==> src/rtl/tsm_pkg.sv <==
// constants, field layouts and mode codes of the timer slave-mode trigger control block
//
// Overview of operation
// - outputs off: ch1 output takes its idle level
// - outputs off: ch1 complement output takes idle level
// - ch2 idle level bit behaves like ch1
// - idle level writes ignored while write lock set
// - mode 000: plain internal counting when running
// - modes 001-011: quadrature encoder counting on inputs
// - mode 100: trigger rise resets counter, update
// - mode 101: count only while trigger high
// - mode 110: trigger rise starts the counter
// - mode 111: trigger rising edges clock the counter
// - trigger source select picks one of eight
// - master/slave synchronisation enable bit provided
package tsm_pkg;

  // register byte offsets on the apb bus
  localparam logic [7:0] TSM_OFS_RUN_CTRL = 8'h00;
  localparam logic [7:0] TSM_OFS_IDLE_CTRL = 8'h04;
  localparam logic [7:0] TSM_OFS_SLAVE_CTRL = 8'h08;
  localparam logic [7:0] TSM_OFS_STATUS = 8'h20;

  // field positions
  localparam int TSM_RUN_POS = 0;
  localparam int TSM_CH1_IDLE_POS = 8;
  localparam int TSM_CH1C_IDLE_POS = 9;
  localparam int TSM_CH2_IDLE_POS = 10;
  localparam int TSM_SMF_LSB = 0;
  localparam int TSM_TSEL_LSB = 4;
  localparam int TSM_MSM_POS = 7;
  localparam int TSM_STS_TRIG_POS = 16;
  localparam int TSM_STS_RUN_POS = 17;

  // reset values
  localparam logic [15:0] TSM_CNT_RST = 16'h0000;
  localparam logic        TSM_BIT_RST = 1'b0;
  localparam logic [31:0] TSM_DATA_RST = 32'h0000_0000;

  typedef enum logic [2:0] {
    TSM_SM_OFF    = 3'h0,
    TSM_SM_ENC1   = 3'h1,
    TSM_SM_ENC2   = 3'h2,
    TSM_SM_ENC3   = 3'h3,
    TSM_SM_RESET  = 3'h4,
    TSM_SM_GATED  = 3'h5,
    TSM_SM_TRIG   = 3'h6,
    TSM_SM_EXTCLK = 3'h7
  } tsm_smode_t;

  typedef enum logic [2:0] {
    TSM_TS_INTERNAL_TRIGGER_ZERO   = 3'h0,
    TSM_TS_INTERNAL_TRIGGER_ONE   = 3'h1,
    TSM_TS_INTERNAL_TRIGGER_TWO   = 3'h2,
    TSM_TS_INTERNAL_TRIGGER_THREE   = 3'h3,
    TSM_TS_CH1ED  = 3'h4,
    TSM_TS_CH1F   = 3'h5,
    TSM_TS_CH2F   = 3'h6,
    TSM_TS_EXT    = 3'h7
  } tsm_tsel_t;

endpackage

==> src/rtl/tsm_reg_if.sv <==
// register-file to core carrier of the timer slave-mode block
`timescale 1ns/1ps
interface tsm_reg_if;
  import tsm_pkg::*;
  logic        counter_run;
  tsm_smode_t  slave_function_select;
  tsm_tsel_t   trigger_source_select;
  logic        sync_master_enable;
  logic        ch1_idle_level;
  logic        ch1_comp_idle_level;
  logic        ch2_idle_level;
  logic        run_set;
  logic [15:0] count;
  logic        trig_level;

  modport regs (
    output counter_run, slave_function_select, trigger_source_select, sync_master_enable,
    output ch1_idle_level, ch1_comp_idle_level, ch2_idle_level,
    input  run_set, count, trig_level
  );
  modport core (
    input  counter_run, slave_function_select, trigger_source_select, sync_master_enable,
    input  ch1_idle_level, ch1_comp_idle_level, ch2_idle_level,
    output run_set, count, trig_level
  );
endinterface

==> src/rtl/tsm_sync.sv <==
// two-flop synchroniser, parameterised width
`timescale 1ns/1ps
module tsm_sync #(
  parameter int W = 1
) (
  input  wire logic         clk,    // clock
  input  wire logic         rst_n,  // async reset, active low
  input  wire logic [W-1:0] d,      // asynchronous levels
  output logic      [W-1:0] q       // synchronised levels
);
  logic [W-1:0] stage1;

  // stage1 is read only by q
  always_ff @(posedge clk or negedge rst_n)
  begin
    if (!rst_n)
    begin
      stage1 <= '0;
      q      <= '0;
    end
    else
    begin
      stage1 <= d;
      q      <= stage1;
    end
  end
endmodule // tsm_sync

==> src/rtl/tsm_regs.sv <==
// apb register file of the timer slave-mode block
`timescale 1ns/1ps
module tsm_regs
  import tsm_pkg::*;
(
  input  wire logic        pclk,             // clock
  input  wire logic        presetn,          // async reset, active low
  input  wire logic [7:0]  paddr,            // byte address
  input  wire logic        psel,             // select
  input  wire logic        penable,          // access phase
  input  wire logic        pwrite,           // 1 write
  input  wire logic [31:0] pwdata,           // write data
  output logic      [31:0] prdata,           // read data
  output logic             pready,           // transfer done
  output logic             pslverr,          // unmapped address
  input  wire logic [1:0]  write_lock_level, // lock level from break unit
  tsm_reg_if.regs          rif               // to core
);
  logic        hit;
  logic [31:0] rd_mux;
  logic        wr;

  always_comb
  begin
    hit    = 1'b1;
    rd_mux = TSM_DATA_RST;
    case (paddr)
      TSM_OFS_RUN_CTRL:   rd_mux[TSM_RUN_POS] = rif.counter_run;
      TSM_OFS_IDLE_CTRL:
      begin
        rd_mux[TSM_CH1_IDLE_POS]  = rif.ch1_idle_level;
        rd_mux[TSM_CH1C_IDLE_POS] = rif.ch1_comp_idle_level;
        rd_mux[TSM_CH2_IDLE_POS]  = rif.ch2_idle_level;
      end
      TSM_OFS_SLAVE_CTRL:
      begin
        rd_mux[TSM_SMF_LSB +: 3]  = rif.slave_function_select;
        rd_mux[TSM_TSEL_LSB +: 3] = rif.trigger_source_select;
        rd_mux[TSM_MSM_POS]       = rif.sync_master_enable;
      end
      TSM_OFS_STATUS:
      begin
        rd_mux[15:0]             = rif.count;
        rd_mux[TSM_STS_TRIG_POS] = rif.trig_level;
        rd_mux[TSM_STS_RUN_POS]  = rif.counter_run;
      end
      default:            hit = 1'b0;
    endcase
  end

  assign wr = psel && penable && pready && pwrite && hit;

  // one wait state; data and error settle with pready
  always_ff @(posedge pclk or negedge presetn)
  begin
    if (!presetn)
    begin
      pready  <= 1'b0;
      prdata  <= TSM_DATA_RST;
      pslverr <= 1'b0;
    end
    else
    begin
      pready  <= psel && penable && !pready;
      prdata  <= (psel && penable && !pready && !pwrite) ? rd_mux : TSM_DATA_RST;
      pslverr <= psel && penable && !pready && !hit;
    end
  end

  // hardware start wins over a software clear in the same cycle
  always_ff @(posedge pclk or negedge presetn)
  begin
    if (!presetn)
      rif.counter_run <= TSM_BIT_RST;
    else if (rif.run_set)
      rif.counter_run <= 1'b1;
    else if (wr && paddr == TSM_OFS_RUN_CTRL)
      rif.counter_run <= pwdata[TSM_RUN_POS];
  end

  always_ff @(posedge pclk or negedge presetn)
  begin
    if (!presetn)
    begin
      rif.ch1_idle_level      <= TSM_BIT_RST;
      rif.ch1_comp_idle_level <= TSM_BIT_RST;
      rif.ch2_idle_level      <= TSM_BIT_RST;
    end
    else if (wr && paddr == TSM_OFS_IDLE_CTRL && write_lock_level == 2'h0)
    begin
      rif.ch1_idle_level      <= pwdata[TSM_CH1_IDLE_POS];
      rif.ch1_comp_idle_level <= pwdata[TSM_CH1C_IDLE_POS];
      rif.ch2_idle_level      <= pwdata[TSM_CH2_IDLE_POS];
    end
  end

  always_ff @(posedge pclk or negedge presetn)
  begin
    if (!presetn)
    begin
      rif.slave_function_select <= TSM_SM_OFF;
      rif.trigger_source_select <= TSM_TS_INTERNAL_TRIGGER_ZERO;
      rif.sync_master_enable    <= TSM_BIT_RST;
    end
    else if (wr && paddr == TSM_OFS_SLAVE_CTRL)
    begin
      rif.slave_function_select <= tsm_smode_t'(pwdata[TSM_SMF_LSB +: 3]);
      rif.trigger_source_select <= tsm_tsel_t'(pwdata[TSM_TSEL_LSB +: 3]);
      rif.sync_master_enable    <= pwdata[TSM_MSM_POS];
    end
  end
endmodule // tsm_regs

==> src/rtl/tsm_top.sv <==
// timer slave-mode and trigger selection logic with channel idle levels
//
// Our own choice: the APB slave port.
`timescale 1ns/1ps
module tsm_top
  import tsm_pkg::*;
(
  input  wire logic        pclk,                   // 250 mhz clock
  input  wire logic        presetn,                // async reset, active low
  input  wire logic [7:0]  paddr,                  // apb byte address
  input  wire logic        psel,                   // apb select
  input  wire logic        penable,                // apb access phase
  input  wire logic        pwrite,                 // apb direction
  input  wire logic [31:0] pwdata,                 // apb write data
  output logic      [31:0] prdata,                 // apb read data
  output logic             pready,                 // apb ready
  output logic             pslverr,                // apb error
  input  wire logic        internal_trigger_zero,  // trigger from another timer
  input  wire logic        internal_trigger_one,   // trigger from another timer
  input  wire logic        internal_trigger_two,   // trigger from another timer
  input  wire logic        internal_trigger_three, // trigger from another timer
  input  wire logic        ch1_edge_detect,        // ch1 edge detector
  input  wire logic        ch1_filtered_input,     // ch1 filtered input
  input  wire logic        ch2_filtered_input,     // ch2 filtered input
  input  wire logic        ext_trigger_filtered,   // filtered external trigger
  input  wire logic        main_output_enable,     // main output enable
  input  wire logic [1:0]  write_lock_level,       // write lock level
  input  wire logic        ch1_active,             // ch1 level after dead time
  input  wire logic        ch1_comp_active,        // ch1 complement after dead time
  input  wire logic        ch2_active,             // ch2 level after dead time
  output logic             ch1_output,             // ch1 pin level
  output logic             ch1_comp_output,        // ch1 complement pin level
  output logic             ch2_output,             // ch2 pin level
  output logic      [15:0] count_value,            // counter value
  output logic             update_event,           // register update pulse
  output logic             selected_trigger_input, // synchronised trigger level
  output logic             sync_master_enable      // master/slave sync enable
);
  tsm_reg_if rif ();

  logic       trig_raw;
  logic       trig_s;
  logic       trig_d;
  logic       trig_rise;
  logic [1:0] enc_s;
  logic [1:0] enc_d;
  logic       ch1_edge;
  logic       ch2_edge;
  logic       ch1_up;
  logic       ch2_up;
  logic [15:0] next_count;
  logic        next_update;
  logic        next_run_set;
  logic [15:0] count;

  tsm_regs u_regs (
    .pclk             (pclk),
    .presetn          (presetn),
    .paddr            (paddr),
    .psel             (psel),
    .penable          (penable),
    .pwrite           (pwrite),
    .pwdata           (pwdata),
    .prdata           (prdata),
    .pready           (pready),
    .pslverr          (pslverr),
    .write_lock_level (write_lock_level),
    .rif              (rif)
  );

  // source mux; switching it with slave mode on can fake an edge
  always_comb
  begin
    case (rif.trigger_source_select)
      TSM_TS_INTERNAL_TRIGGER_ZERO:  trig_raw = internal_trigger_zero;
      TSM_TS_INTERNAL_TRIGGER_ONE:  trig_raw = internal_trigger_one;
      TSM_TS_INTERNAL_TRIGGER_TWO:  trig_raw = internal_trigger_two;
      TSM_TS_INTERNAL_TRIGGER_THREE:  trig_raw = internal_trigger_three;
      TSM_TS_CH1ED: trig_raw = ch1_edge_detect;
      TSM_TS_CH1F:  trig_raw = ch1_filtered_input;
      TSM_TS_CH2F:  trig_raw = ch2_filtered_input;
      TSM_TS_EXT:   trig_raw = ext_trigger_filtered;
      default:      trig_raw = 1'b0;
    endcase
  end

  // other timers may run on other clocks, so sync before edge detection
  tsm_sync #(.W(1)) u_trig_sync (
    .clk   (pclk),
    .rst_n (presetn),
    .d     (trig_raw),
    .q     (trig_s)
  );

  tsm_sync #(.W(2)) u_enc_sync (
    .clk   (pclk),
    .rst_n (presetn),
    .d     ({ch2_filtered_input, ch1_filtered_input}),
    .q     (enc_s)
  );

  always_ff @(posedge pclk or negedge presetn)
  begin
    if (!presetn)
    begin
      trig_d <= 1'b0;
      enc_d  <= 2'h0;
    end
    else
    begin
      trig_d <= trig_s;
      enc_d  <= enc_s;
    end
  end

  assign trig_rise = trig_s && !trig_d;
  assign ch1_edge  = enc_s[0] ^ enc_d[0];
  assign ch2_edge  = enc_s[1] ^ enc_d[1];
  // quadrature: ch1 leading ch2 counts up
  assign ch1_up    = enc_s[0] != enc_s[1];
  assign ch2_up    = enc_s[1] == enc_s[0];

  always_comb
  begin
    next_count   = count;
    next_update  = 1'b0;
    next_run_set = 1'b0;
    case (rif.slave_function_select)
      TSM_SM_OFF:
        if (rif.counter_run)
          next_count = count + 16'h0001;
      TSM_SM_ENC1:
        if (rif.counter_run && ch2_edge)
          next_count = ch2_up ? count + 16'h0001 : count - 16'h0001;
      TSM_SM_ENC2:
        if (rif.counter_run && ch1_edge)
          next_count = ch1_up ? count + 16'h0001 : count - 16'h0001;
      TSM_SM_ENC3:
        // simultaneous edges on both inputs are illegal quadrature; hold
        if (rif.counter_run && (ch1_edge ^ ch2_edge))
        begin
          if (ch1_edge)
            next_count = ch1_up ? count + 16'h0001 : count - 16'h0001;
          else
            next_count = ch2_up ? count + 16'h0001 : count - 16'h0001;
        end
      TSM_SM_RESET:
        if (trig_rise)
        begin
          next_count  = TSM_CNT_RST;
          next_update = 1'b1;
        end
        else if (rif.counter_run)
          next_count = count + 16'h0001;
      TSM_SM_GATED:
        if (rif.counter_run && trig_s)
          next_count = count + 16'h0001;
      TSM_SM_TRIG:
      begin
        next_run_set = trig_rise && !rif.counter_run;
        if (rif.counter_run)
          next_count = count + 16'h0001;
      end
      TSM_SM_EXTCLK:
        if (rif.counter_run && trig_rise)
          next_count = count + 16'h0001;
      default:
        next_count = count;
    endcase
  end

  always_ff @(posedge pclk or negedge presetn)
  begin
    if (!presetn)
    begin
      count        <= TSM_CNT_RST;
      update_event <= 1'b0;
      rif.run_set  <= 1'b0;
    end
    else
    begin
      count        <= next_count;
      update_event <= next_update;
      rif.run_set  <= next_run_set;
    end
  end

  assign rif.count      = count;
  assign rif.trig_level = trig_s;

  // idle levels apply only while the main outputs are off
  always_ff @(posedge pclk or negedge presetn)
  begin
    if (!presetn)
    begin
      ch1_output      <= TSM_BIT_RST;
      ch1_comp_output <= TSM_BIT_RST;
      ch2_output      <= TSM_BIT_RST;
    end
    else
    begin
      ch1_output      <= main_output_enable ? ch1_active : rif.ch1_idle_level;
      ch1_comp_output <= main_output_enable ? ch1_comp_active : rif.ch1_comp_idle_level;
      ch2_output      <= main_output_enable ? ch2_active : rif.ch2_idle_level;
    end
  end

  always_ff @(posedge pclk or negedge presetn)
  begin
    if (!presetn)
    begin
      count_value            <= TSM_CNT_RST;
      selected_trigger_input <= 1'b0;
      sync_master_enable     <= TSM_BIT_RST;
    end
    else
    begin
      count_value            <= count;
      selected_trigger_input <= trig_s;
      sync_master_enable     <= rif.sync_master_enable;
    end
  end
endmodule // tsm_top

==> config.mk <==
export PLATFORM = sky130hd
export DESIGN_NAME = tsm_top
export DESIGN_NICKNAME = d
export VERILOG_FILES = /design/src/rtl/tsm_pkg.sv /design/src/rtl/tsm_reg_if.sv /design/src/rtl/tsm_sync.sv /design/src/rtl/tsm_regs.sv /design/src/rtl/tsm_top.sv
export SDC_FILE = /design/constraint.sdc
export NUM_CORES = 1
export LEC_CHECK = 0
export ABC_CLOCK_PERIOD_IN_PS = 2600
export BUFFER_PORTS_ARGS = -buffer_cell sky130_fd_sc_hd__buf_2
export CORE_MARGIN = 8
export CORE_UTILIZATION = 53
export DETAILED_ROUTE_END_ITERATION = 8
export HOLD_SLACK_MARGIN = 0.02
export PLACE_DENSITY = 0.8
export SYNTH_ARGS = -nofsm -noshare
export SYNTH_HDL_FRONTEND = slang
export SYNTH_SLANG_ARGS = --single-unit
==> constraint.sdc <==
create_clock -name pclk -period 2.6 [get_ports pclk]
set_input_delay 0.13 -clock pclk [delete_from_list [all_inputs] [get_ports pclk]]
set_output_delay 0.13 -clock pclk [all_outputs]
set_load 0.05 [all_outputs]
==> impl_metrics.tcl <==
set metrics [dict create \
    synthArstFlopShare_pct 100.0 \
    combPwrFrac_pct 32.1 \
    internal_power_mw 2.307 \
    min_path_cells 2 \
    reg2reg_depth 6 \
    total_leakage_power_nw 2.350 \
    min_from "pwdata[0]" \
    seqCellArea_um2 1952 \
    route.detailed.drc 0 \
    synth_top_area_share_pct 46.78 \
    cts_buffers 9 \
    worst_ep_arrival_time_ns 2.73 \
    port_buffers 78 \
    cts.sinks 78 \
    dr.pass1.iters 7 \
    syn_to_final_growth_pct 22.55 \
    num_antenna_cells 0 \
    max_freq_mhz 409.3 \
    grt_first_pass_wirelength_um 19600 \
    ys.flop_type "dfrtp_1" \
    synth.area.top_cells "dfrtp_1 (47%), mux2_2 (3.8%), buf_4 (2.9%)" \
    dieHeight_um 104.7 \
    grt_max_degree 79 \
    cp_top_family "compound AO/OA/AOI/OAI gates" \
    slowest_delay_ns 0.56 \
    holdPathEnd "u_regs.rif.counter_run" \
    crit_start "u_enc_sync.q[0]" \
    num-fill-cells 622 \
    synthTopCellsByCount "dfrtp_1 (78), nor2_1 (30), nand2_1 (26), clkbuf_1 (17)" \
    fin_cells 620 \
    clk_path_buf_depth 2 \
    design.core.area_um2 7687 \
    seq_power_share_pct 40.0 \
    r2r_start "u_enc_sync.q[0]" \
    num_rows 32 \
    hold_viol 0 \
    dr_total_vias 3727 \
    clk_latency_ns 0.35 \
    cts_htree_levels 3 \
    start_util_pct 54.28 \
    die_area_um2 10970 \
    critPathBufInv 0 \
    crit_chain "xor2_4 > o211ai_2 > o21ai_1 > a21oi_1 > a211oi_2 > a221o_1" \
    slew_violations 0 \
    antenna_found_initial 0 \
    slew_headroom_pct 37.12 \
    grt_use_total_pct 21.90 \
    period_share_pct 93.97 \
    gp_congestion 0.9590 \
    root_buffer "clkbuf_8" \
    io_pins 115 \
    synth.largest_area_cell "dfrtp_1" \
    viasPerCell 6.011 \
    clock_skew_ns 0.008933 \
    p_total_mw 3.627 \
    cp_slowest_cell "dfrtp_1" \
    finalNetCount 574 \
    drtIter0Drc 305 \
    setup_viol 0 \
    drv_cap 0 \
    ys_ff_latch 78 \
    final_layout_size_suffix_gt1_share_pct 30.12 \
    ys_seq_area_share_pct 46.78 \
    status "complete, no violations" \
    die_w_um 104.7 \
    rsz0062_at_grt "false" \
    crit_required_ns 2.89 \
    hp-class "in -> reg" \
    cts_tree "done" \
    totalWireLength_um 11940 \
    r2r_slack_ns 0.16 \
    cp-end-kind "flip-flop" \
    p_sw_share_pct 36.39 \
    tightest_slew_ns 0.9369 \
    worstReg2RegEnd "count[10]" \
    p_switching_mw 1.320 \
    ys_types 76 \
    avgSynthCellArea_um2 10.23 \
    multi_input_area_um2 2031 \
    synth_warnings 0 \
    utilization_pct 66.52 \
    syn_inst 408 \
    cts_resized 0 \
    fin_crit_ns 2.443 \
    dp_hpwl_um 8382 \
    synth_edf_count 0 \
    grt_pass1_vias 3810 \
    power.share.clock_pct 27.9 \
    netlist_area_um2 4173 \
    ir_worst_vdd_mv 0.3102 \
    setup_tns_ns 0 \
    antenna_left 0 \
    drt-wirelength-per-cell_um 19.26 \
    placed_cells 589 \
    grt_remaining_overflow 0 \
    path_class "reg -> reg" \
    start_kind "flip-flop" \
    worst-path-max-fanout 11 \
    power_density_nw_per_um2 709.3 \
    clk_pin_slew_worst_paths_ns 0.08 \
    synth.most_common_cell "dfrtp_1" \
]
==> kinds of logic (layout without fill, tap and decap cells) <==
kind of cell	after synthesis	after routing	synth area share, %
AOI/OAI and AO/OA	116	116	21.53
xor gates and xnor gates	11	11	2.939
adders and majority gates	2	2	0.5996
buffers and inverters	48	145	5.877
DFF	78	78	46.78
muxes	18	18	5.337
other	1	14	0.08987
and+or+nand+nor	134	134	16.85
==> metrics by stage <==
stage          worst slack [ns]  cell area [um^2]  hold slack, ns
2_1_floorplan            0.3742              4222         -0.1656
3_3_place_gp             0.2986              4740          0.2515
3_5_place_dp             0.2649              4740          0.2558
4_1_cts                  0.2399              5114         0.03333
5_1_grt                 0.03859              5114         0.04277
6_report                 0.1567              5114         0.04521
==> worst max-delay path by stage <==
| stage | end | slack (ns) | depth (start not counted) |
|---|---|---|---|
| final | count[10] | 0.16 | 6 |
| after global routing | count[10] | 0.04 | 6 |
| after CTS | count[10] | 0.24 | 7 |
| after detailed placement | count[10] | 0.26 | 6 |
| after global placement | count[10] | 0.30 | 6 |
| after floorplan | count[10] | 0.37 | 8 |
==> worst reg2reg max path, delay by kind of cell, from the launching register on <==
family	cells	cell delay [ns]
xor+xnor	1	0.44
compound gates	5	1.39
flops	1	0.56
==> layout make-up <==
type / count / area share [%]
Timing Repair Buffer: 120 / 14.58
Clock inverter: 5 / 1.615
Sequential cell: 78 / 38.17
Tap cell: 102 / 2.496
Clock buffer: 11 / 2.765
Multi-Input combinational cell: 295 / 39.71
Inverter: 9 / 0.6606
==> state kept, by name, indices dropped and copies added (netlist names), 2 cells and up <==
signal                            count
u_enc_sync.stage1                     2
u_regs.rif.slave_function_select      3
u_regs.prdata                        18
u_enc_sync.q                          2
count_value                          16
count                                16
enc_d                                 2
u_regs.rif.trigger_source_select      3
==> placed cells by master, fill, tap and decap left out, types with 14 or more instances in the layout <==
cell,synthesis,routed
buf_2,4,77
conb_1,1,14
dfrtp_1,78,78
nor2_1,30,30
buf_4,16,28
mux2_2,14,14
a21oi_1,16,16
nand2_1,26,26
dlygate4sd3_1,0,15
==> power by group through the flow <==
| stage | Combinational [mW] | Clock [mW] | Sequential, mW |
|---|---|---|---|
| floorplan | 0.568 | 0 | 1.69 |
| global placement | 1.11 | 0 | 1.47 |
| detailed placement | 1.13 | 0 | 1.47 |
| CTS | 1.14 | 1.02 | 1.45 |
| global route | 1.24 | 1.07 | 1.47 |
| finish | 1.16 | 1.01 | 1.45 |
==> repair_timing <==
item	4_1_cts	5_1_grt
hold endpoints to repair	92	0
buffers inserted	0	0
hold buffers	15	0
==> metal layers <==
layer | GRT usage [%] | share of wire (%)
met1 | 26.97 | 42
met2 | 35.20 | 47
met3 | 7.617 | 8.9
met4 | 7.136 | 1.7
met5 | 0 | 0
(Power assumes the default switching activity.)
